File: config.mk
export PLATFORM = sky130hd
export DESIGN_NAME = i2csw_top
export DESIGN_NICKNAME = d
export VERILOG_FILES = /design/src/rtl/i2csw_pkg.sv /design/src/rtl/i2csw_sync.sv /design/src/rtl/i2csw_top.sv
export SDC_FILE = /design/constraint.sdc
export NUM_CORES = 1
export LEC_CHECK = 0
export BUFFER_PORTS_ARGS = -buffer_cell sky130_fd_sc_hd__buf_2
export CAP_MARGIN = 20
export CORE_UTILIZATION = 35
export CTS_CLUSTER_DIAMETER = 200
export CTS_CLUSTER_SIZE = 16
export DETAILED_ROUTE_END_ITERATION = 6
export SYNTH_ARGS = -nofsm -noshare
export SYNTH_HDL_FRONTEND = slang
export SYNTH_HIERARCHICAL = 1
export SYNTH_SLANG_ARGS = --single-unit
File: constraint.sdc
create_clock -name clock_i -period 2 [get_ports clock_i]
set_input_delay 0.1 -clock clock_i [delete_from_list [all_inputs] [get_ports clock_i]]
set_output_delay 0.1 -clock clock_i [all_outputs]
set_load 0.05 [all_outputs]
File: src/rtl/i2csw_pkg.sv
// Shared constants of the four-channel bus switch controller
package i2csw_pkg;
    localparam int unsigned CHAN_COUNT = 4;
    localparam logic [4:0] ADDR_FIXED = 5'h0e;   // Upper target address bits
    localparam logic [3:0] CTRL_RESET = 4'h0;
    localparam int unsigned CLK_MHZ = 200;
    localparam int unsigned BUS_KHZ_MAX = 400;
    localparam int unsigned SYNC_STAGES = 2;
    localparam logic [2:0] BIT_LAST = 3'h7;
    localparam logic [2:0] BIT_FIRST = 3'h0;
    localparam logic [3:0] CHAN_NONE = 4'h0;
    localparam logic [6:0] ADDR_LOW_MASK = 7'h03;
endpackage

File: src/rtl/i2csw_sync.sv
// Two-flop synchroniser for a bundle of pin inputs
`timescale 1ns/100ps
module i2csw_sync #(
    parameter int unsigned WIDTH = 1,
    parameter logic [WIDTH-1:0] INIT = '1
) (
    input wire logic clock_i,
    input wire logic resetn_i,
    input wire logic [WIDTH-1:0] async_i,
    output logic [WIDTH-1:0] sync_o
);
    logic [WIDTH-1:0] meta_q;
    logic [WIDTH-1:0] meta_d;
    logic [WIDTH-1:0] sync_q;
    logic [WIDTH-1:0] sync_d;

    always_comb begin
        meta_d = async_i;
        sync_d = meta_q;
        if (!resetn_i) begin
            meta_d = INIT;
            sync_d = INIT;
        end
    end

    always_ff @(posedge clock_i) begin
        meta_q <= meta_d;
        sync_q <= sync_d;
    end

    assign sync_o = sync_q;
endmodule

File: src/rtl/i2csw_top.sv
// Four-channel bus switch: target logic, channel routing, interrupt AND
`timescale 1ns/100ps
// Operation
// [RL1] Upstream pair connects to any combination of channels per control reg
// [RL2] Lows on upstream or enabled downstream lines propagate both ways
// [RL3] Control register written over the bus; rates from static to 400 kHz
// [RL4] Power-on reset clears control register, no channel connected
// [RL5] Reset pin low resets bus state machine and deselects all channels
// [RL6] Four active-low interrupt inputs, one per downstream channel
// [RL7] Interrupt output is AND of the four active-low inputs
// [RL8] Two address pins set the low target address bits
module i2csw_top (
    input wire logic clock_i,
    input wire logic resetn_i,
    input wire logic por_n_i,
    input wire logic addr_sel_bit0_i,
    input wire logic addr_sel_bit1_i,
    input wire logic up_clk_i,
    output logic up_clk_o,
    output logic up_clk_oe_o,
    input wire logic up_data_i,
    output logic up_data_o,
    output logic up_data_oe_o,
    input wire logic [3:0] downstream_clk_n_i,
    output logic [3:0] downstream_clk_n_o,
    output logic [3:0] downstream_clk_n_oe_o,
    input wire logic [3:0] downstream_data_n_i,
    output logic [3:0] downstream_data_n_o,
    output logic [3:0] downstream_data_n_oe_o,
    input wire logic chan0_irq_n_i,
    input wire logic chan1_irq_n_i,
    input wire logic chan2_irq_n_i,
    input wire logic chan3_irq_n_i,
    output logic irq_n_o,
    output logic [3:0] chan_sel_o
);
    localparam int unsigned NCH = i2csw_pkg::CHAN_COUNT;

    typedef enum logic [5:0] {
        I2CSW_IDLE = 6'h01,
        I2CSW_ADDR = 6'h02,
        I2CSW_AACK = 6'h04,
        I2CSW_DATA = 6'h08,
        I2CSW_DACK = 6'h10,
        I2CSW_RDAT = 6'h20
    } i2csw_state_type;

    // ----------------------------------------------------------------
    // Pin synchronisers
    // ----------------------------------------------------------------
    logic [13:0] pins_s;
    logic up_clk_s;
    logic up_data_s;
    logic [3:0] dn_clk_s;
    logic [3:0] dn_data_s;
    logic [3:0] irq_s;
    logic rst_pin_n;

    i2csw_sync #(.WIDTH(14), .INIT(14'h3fff)) u_sync (
        .clock_i(clock_i),
        .resetn_i(por_n_i),
        .async_i({up_clk_i, up_data_i, downstream_clk_n_i,
                  downstream_data_n_i, chan3_irq_n_i, chan2_irq_n_i,
                  chan1_irq_n_i, chan0_irq_n_i}),
        .sync_o(pins_s)
    );

    assign up_clk_s = pins_s[13];
    assign up_data_s = pins_s[12];
    assign dn_clk_s = pins_s[11:8];
    assign dn_data_s = pins_s[7:4];
    assign irq_s = pins_s[3:0]; // RL6
    // Pin reset is sampled, not asynchronous, so only a low present at a clock edge clears state
    assign rst_pin_n = resetn_i;

    // ----------------------------------------------------------------
    // Bus edge and condition detection
    // ----------------------------------------------------------------
    logic clk_prev_q, clk_prev_d;
    logic dat_prev_q, dat_prev_d;
    logic clk_rise, clk_fall, start_c, stop_c;

    assign clk_rise = up_clk_s & ~clk_prev_q; // RL3
    assign clk_fall = ~up_clk_s & clk_prev_q;
    assign start_c = up_clk_s & clk_prev_q & dat_prev_q & ~up_data_s;
    assign stop_c = up_clk_s & clk_prev_q & ~dat_prev_q & up_data_s;

    // ----------------------------------------------------------------
    // Target state machine
    // ----------------------------------------------------------------
    i2csw_state_type state_q, state_d;
    logic [2:0] bit_q, bit_d;
    logic [7:0] shift_q, shift_d;
    logic [3:0] ctrl_q, ctrl_d;
    logic sda_drv_q, sda_drv_d;
    logic rd_q, rd_d;
    logic [6:0] my_addr;

    // Only the address pins' low bits vary; upper bits are fixed
    assign my_addr = {i2csw_pkg::ADDR_FIXED,
                      addr_sel_bit1_i, addr_sel_bit0_i}; // RL8

    always_comb begin
        state_d = state_q;
        bit_d = bit_q;
        shift_d = shift_q;
        ctrl_d = ctrl_q;
        sda_drv_d = sda_drv_q;
        rd_d = rd_q;
        clk_prev_d = up_clk_s;
        dat_prev_d = up_data_s;
        if (start_c) begin
            state_d = I2CSW_ADDR;
            bit_d = i2csw_pkg::BIT_FIRST;
            // Stale byte must not match at the first clock fall after START
            shift_d = 8'h00;
            sda_drv_d = 1'b0;
        end else if (stop_c) begin
            state_d = I2CSW_IDLE;
            sda_drv_d = 1'b0;
        end else begin
            unique case (state_q)
                I2CSW_IDLE: begin
                    sda_drv_d = 1'b0;
                end
                I2CSW_ADDR, I2CSW_DATA: begin
                    if (clk_rise) begin
                        shift_d = {shift_q[6:0], up_data_s};
                        bit_d = bit_q + 3'h1;
                    end
                    if (clk_fall && bit_q == i2csw_pkg::BIT_FIRST
                        && shift_q != 8'h00 || clk_fall
                        && bit_q == i2csw_pkg::BIT_FIRST
                        && state_q == I2CSW_DATA) begin
                        if (state_q == I2CSW_ADDR) begin
                            if (shift_q[7:1] == my_addr) begin // RL8
                                state_d = I2CSW_AACK;
                                rd_d = shift_q[0];
                                sda_drv_d = 1'b1;
                            end else begin
                                state_d = I2CSW_IDLE;
                            end
                        end else begin
                            ctrl_d = shift_q[3:0]; // RL3
                            state_d = I2CSW_DACK;
                            sda_drv_d = 1'b1;
                        end
                    end
                end
                I2CSW_AACK, I2CSW_DACK: begin
                    if (clk_fall) begin
                        bit_d = i2csw_pkg::BIT_FIRST;
                        shift_d = {4'h0, ctrl_q};
                        if (rd_q) begin
                            state_d = I2CSW_RDAT;
                            sda_drv_d = ~shift_d[i2csw_pkg::BIT_LAST];
                        end else begin
                            state_d = I2CSW_DATA;
                            shift_d = 8'h00;
                            sda_drv_d = 1'b0;
                        end
                    end
                end
                I2CSW_RDAT: begin
                    // Read back: drive low for each zero bit, MSB first
                    sda_drv_d = ~shift_q[i2csw_pkg::BIT_LAST - bit_q];
                    if (clk_fall) begin
                        bit_d = bit_q + 3'h1;
                        if (bit_q == i2csw_pkg::BIT_LAST) begin
                            state_d = I2CSW_IDLE;
                            sda_drv_d = 1'b0;
                        end
                    end
                end
                default: begin
                    state_d = I2CSW_IDLE;
                end
            endcase
        end
        if (!por_n_i) begin
            ctrl_d = i2csw_pkg::CTRL_RESET; // RL4
        end
        if (!rst_pin_n || !por_n_i) begin
            state_d = I2CSW_IDLE; // RL5
            ctrl_d = i2csw_pkg::CHAN_NONE; // RL5
            sda_drv_d = 1'b0;
            bit_d = i2csw_pkg::BIT_FIRST;
            shift_d = 8'h00;
            rd_d = 1'b0;
            clk_prev_d = 1'b1;
            dat_prev_d = 1'b1;
        end
    end

    always_ff @(posedge clock_i) begin
        state_q <= state_d;
        bit_q <= bit_d;
        shift_q <= shift_d;
        ctrl_q <= ctrl_d;
        sda_drv_q <= sda_drv_d;
        rd_q <= rd_d;
        clk_prev_q <= clk_prev_d;
        dat_prev_q <= dat_prev_d;
    end

    // ----------------------------------------------------------------
    // Switch emulation and interrupt output
    // ----------------------------------------------------------------
    // Pass gates become low-wins repeaters; only lows are forwarded, and
    // a line this block drives is not fed back, avoiding latch-up loops.
    logic [3:0] dn_clk_oe_q, dn_clk_oe_d;
    logic [3:0] dn_dat_oe_q, dn_dat_oe_d;
    logic up_clk_oe_q, up_clk_oe_d;
    logic up_dat_oe_q, up_dat_oe_d;
    logic irq_q, irq_d;
    // Drive history spans the synchroniser delay: a line just released
    // still reads low for two cycles and must not be echoed back
    logic [9:0] hist1_q, hist1_d, hist2_q, hist2_d;
    logic [3:0] dn_clk_own, dn_dat_own;
    logic up_clk_own, up_dat_own;

    assign dn_clk_own = dn_clk_oe_q | hist1_q[9:6] | hist2_q[9:6];
    assign dn_dat_own = dn_dat_oe_q | hist1_q[5:2] | hist2_q[5:2];
    assign up_clk_own = up_clk_oe_q | hist1_q[1] | hist2_q[1];
    assign up_dat_own = up_dat_oe_q | hist1_q[0] | hist2_q[0];

    always_comb begin
        up_clk_oe_d = 1'b0;
        up_dat_oe_d = sda_drv_q;
        irq_d = &irq_s; // RL7
        hist1_d = {dn_clk_oe_q, dn_dat_oe_q, up_clk_oe_q, up_dat_oe_q};
        hist2_d = hist1_q;
        for (int i = 0; i < NCH; i++) begin
            dn_clk_oe_d[i] = ctrl_q[i] & ~up_clk_s & ~up_clk_own; // RL2
            dn_dat_oe_d[i] = ctrl_q[i] & ~up_data_s & ~up_dat_own;
            up_clk_oe_d = up_clk_oe_d | (ctrl_q[i] & ~dn_clk_s[i]
                          & ~dn_clk_own[i]); // RL1
            up_dat_oe_d = up_dat_oe_d | (ctrl_q[i] & ~dn_data_s[i]
                          & ~dn_dat_own[i]); // RL2
        end
        if (!rst_pin_n || !por_n_i) begin
            dn_clk_oe_d = i2csw_pkg::CHAN_NONE;
            dn_dat_oe_d = i2csw_pkg::CHAN_NONE;
            up_clk_oe_d = 1'b0;
            up_dat_oe_d = 1'b0;
            irq_d = 1'b1;
            hist1_d = 10'h000;
            hist2_d = 10'h000;
        end
    end

    always_ff @(posedge clock_i) begin
        dn_clk_oe_q <= dn_clk_oe_d;
        dn_dat_oe_q <= dn_dat_oe_d;
        up_clk_oe_q <= up_clk_oe_d;
        up_dat_oe_q <= up_dat_oe_d;
        irq_q <= irq_d;
        hist1_q <= hist1_d;
        hist2_q <= hist2_d;
    end

    assign up_clk_o = 1'b0;
    assign up_data_o = 1'b0;
    assign downstream_clk_n_o = i2csw_pkg::CHAN_NONE;
    assign downstream_data_n_o = i2csw_pkg::CHAN_NONE;
    assign up_clk_oe_o = up_clk_oe_q;
    assign up_data_oe_o = up_dat_oe_q;
    assign downstream_clk_n_oe_o = dn_clk_oe_q;
    assign downstream_data_n_oe_o = dn_dat_oe_q;
    assign irq_n_o = irq_q;
    assign chan_sel_o = ctrl_q;
endmodule

==> impl_metrics.json <==
{
  "pin_count_of_the_biggest_net_entering_global_routing": 50,
  "floorplan.die_area_um2": 9550,
  "hold_path.startpoint": "por_n_i",
  "seq_area_frac_synth": 0.524,
  "routed_via_density": 4.81,
  "reg2reg_from": "state_q[0]",
  "yosys-top-cells-count": "dfxtp_1, and3_1, nand2_1, nand2b_1, nor2_1",
  "wire_length_of_the_first_global_routing_pass_um": 11100,
  "cap_violations": 0,
  "worst-setup-path-type": "reg2reg",
  "dieWidth_um": 97.7,
  "grt.overflow.total": 0,
  "start_util": 0.364,
  "p_leak_nw": 1.62,
  "antenna-diode-count": 0,
  "power_switching_w": 0.000767,
  "synth-warning-count": 6,
  "std_cell_rows": 34,
  "fp.coreArea_um2": 8810,
  "final-hold-violation-count": 0,
  "netlist_area_um2": 3210,
  "antenna_violating_nets_left": 0,
  "pwr_cell_area_nw_per_um2": 799,
  "clock_sink_count": 84,
  "tritoncts": "built",
  "yosys-top-cells-area": "dfxtp_1, and3_1, nand2b_1",
  "grt_antenna_before_repair": 0,
  "worst_hold_path.num_cells": 3,
  "most_common_cell_in_the_netlist": "dfxtp_1",
  "grtUsageTotal": 0.148,
  "layout-drive-gt1-share": 0.226,
  "synth_edf_count": 0,
  "cts_root_buf": "clkbuf_8",
  "dp_hpwl_um": 4440,
  "synth_seq_cells": 84,
  "insertion_delay_ns": 0.36,
  "failed_checks": "design-rule violations",
  "pwr-share-clk": 0.396,
  "h-tree-depth": 3,
  "reg2reg_to": "state_q[5]",
  "cp_data_arrival_time_ns": 2.10,
  "number_of_slew_limit_violations_in_the_final_report": 0,
  "clk_pin_slew_worst_paths_ns": 0.09,
  "cts_inserted_buffers": 9,
  "area_growth_pct": 22.4,
  "grt_pass1_vias": 2293,
  "postSynthAreaPerCell_um2": 9.96,
  "worst-endpoint-required_ns": 2.22,
  "drt-total-wl_um": 6500,
  "final.period_utilization": 0.937,
  "path_max_fanout": 6,
  "p_seq_frac": 0.546,
  "top_level_ports": 44,
  "vdd.ir_drop.worst_mv": 0.429,
  "synthesis.instances": 322,
  "crit_path_end_kind": "register",
  "drt-pass1-iter-count": 6,
  "timing_worst_slew_pin_value_ns": 0.578,
  "cts_buffer_depth": 2,
  "final.setup_skew_ns": 0.0106,
  "fin_nets": 407,
  "period_minus_slack_ns": 1.87,
  "netlist.top_cell.by_area": "dfxtp_1",
  "synth.top_cell.area_share": 0.524,
  "power_switching_share": 0.245,
  "timing.hold.worst.class": "in2reg",
  "dr_total_vias": 2395,
  "worst_slew_margin_rel": 0.611,
  "r2r_slack_ns": 0.13,
  "final.fill_count": 837,
  "p_comb_frac": 0.058,
  "worst_hold_path.endpoint": "u_sync/meta_q[9]",
  "worstRegToRegCells": 7,
  "cell_internal_pwr_w": 0.00237,
  "final_cells": 498,
  "unrepaired_setup_endpoints_after_global_routing": "true",
  "yosys.cell_types.count": 49,
  "status": "finished with violations",
  "dominantRegCellSynth": "dfxtp_1",
  "wl_per_cell_um": 13.0,
  "fmaxAchievable_mhz": 534,
  "final_util": 0.446,
  "placedCellCount": 467,
  "synth-async-reset-ratio": 0,
  "initialDrtViolationCount": 126,
  "die_y_um": 97.7,
  "final-setup-viol-count": 0,
  "worstSetupStartpointType": "register",
  "portBuffers": 33,
  "drt_drc_violations_left": 2,
  "finalWeightedCongestion": 0.797
}
per-stage QoR:
step	setup WS (ns)	TNS [ns]	instance area [um^2]	total power, W	hold WS (ns)
2_1_floorplan	0.178	0	3240	0.00188	0.196
3_3_place_gp	0.102	0	3550	0.00191	0.280
3_5_place_dp	0.0378	0	3550	0.00191	0.280
4_1_cts	0.0220	0	3890	0.00317	0.231
5_1_grt	-0.00550	-0.00550	3930	0.00327	0.249
6_report	0.126	0	3930	0.00314	0.240
cell families (layout without fill, tap and decap cells):
group	Yosys count	in the layout	share of synthesized area
xor gates and xnor gates	5	5	0.0137
muxes	8	8	0.0328
and+or+nand+nor	155	155	0.276
other	1	10	0.00117
DFF	84	84	0.524
adders and majority gates	3	3	0.0117
AOI/OAI and AO/OA	39	39	0.0909
buffers and inverters	27	86	0.0496
cells in the final DEF (no fill, tap or decap), drive strengths merged, types with 3 or more instances in the layout:
cell type,netlist,routed
dfxtp,84,84
buf,16,53
and3,26,26
nand2b,24,24
nand2,23,23
nor2,20,20
a21oi,18,18
nor4,15,15
dlygate4sd3,0,14
nand3,13,13
conb,1,10
and2,9,9
clkbuf,8,9
or2b,8,8
inv,3,7
mux2i,6,6
xnor2,4,4
o21ai,4,4
a211oi,4,4
ha,3,3
nor3,3,3
or2,3,3
state kept, by name (all words and copies together), names as in the netlist, 3 cells and up:
register	count
hist2_q	10
shift_q	8
downstream_data_n_oe_o	4
downstream_clk_n_oe_o	4
chan_sel_o	4
u_sync/meta_q	14
bit_q	3
state_q	6
hist1_q	10
u_sync/sync_o	14
how the worst max path moves through the flow:
stage                 end       start  slack, ns  cells after the start
6_report       state_q[5]  state_q[0]       0.13                      7
5_1_grt        state_q[2]    bit_q[0]     -0.005                      9
4_1_cts        state_q[2]    bit_q[1]       0.02                      9
3_5_place_dp   state_q[2]    bit_q[1]       0.04                      9
3_3_place_gp   state_q[4]    bit_q[0]       0.10                      9
2_1_floorplan  shift_q[2]  state_q[1]       0.18                      7
routing by layer:
layer	global-route usage	wire [um]	vias to the layer above
met5	0	0	-
met4	0.0804	153	0
met3	0.0259	143	12
met2	0.226	2870	42
met1	0.200	3320	1113
li1	-	-	1228
final cells by class:
| class | count | area, um^2 | share of cell area |
|---|---|---|---|
| clock buffer | 9 | 124 | 0.0316 |
| clock inverter | 7 | 80.1 | 0.0204 |
| inverter | 3 | 11.3 | 0.00287 |
| multi-input combinational | 220 | 1420 | 0.362 |
| sequential | 84 | 1680 | 0.429 |
| tap | 108 | 135 | 0.0344 |
| timing repair buffer | 67 | 468 | 0.119 |
worst max-delay path, stage by stage, from the launching register on:
cell	delay, ns
dfxtp_1	0.35
or4_4	0.57
nor4_2	0.23
buf_4	0.16
a211o_1	0.13
a21oi_4	0.07
a31oi_1	0.17
nor2_1	0.06
power groups by stage:
stage | Combinational [W] | Clock, W | Sequential, W
global route | 0.000199 | 0.00135 | 0.00171
CTS | 0.000180 | 0.00128 | 0.00171
finish | 0.000183 | 0.00124 | 0.00171
floorplan | 0.000130 | 0 | 0.00175
global placement | 0.000158 | 0 | 0.00175
detailed placement | 0.000160 | 0 | 0.00175
what timing repair did:
action	4_1_cts	5_1_grt
hold endpoints to repair	14	0
setup buffers	0	1
hold buffers	14	0
endpoints found under the setup margin	0	9
resized for setup	0	6
Note: power is estimated with default switching activity, not from simulation.
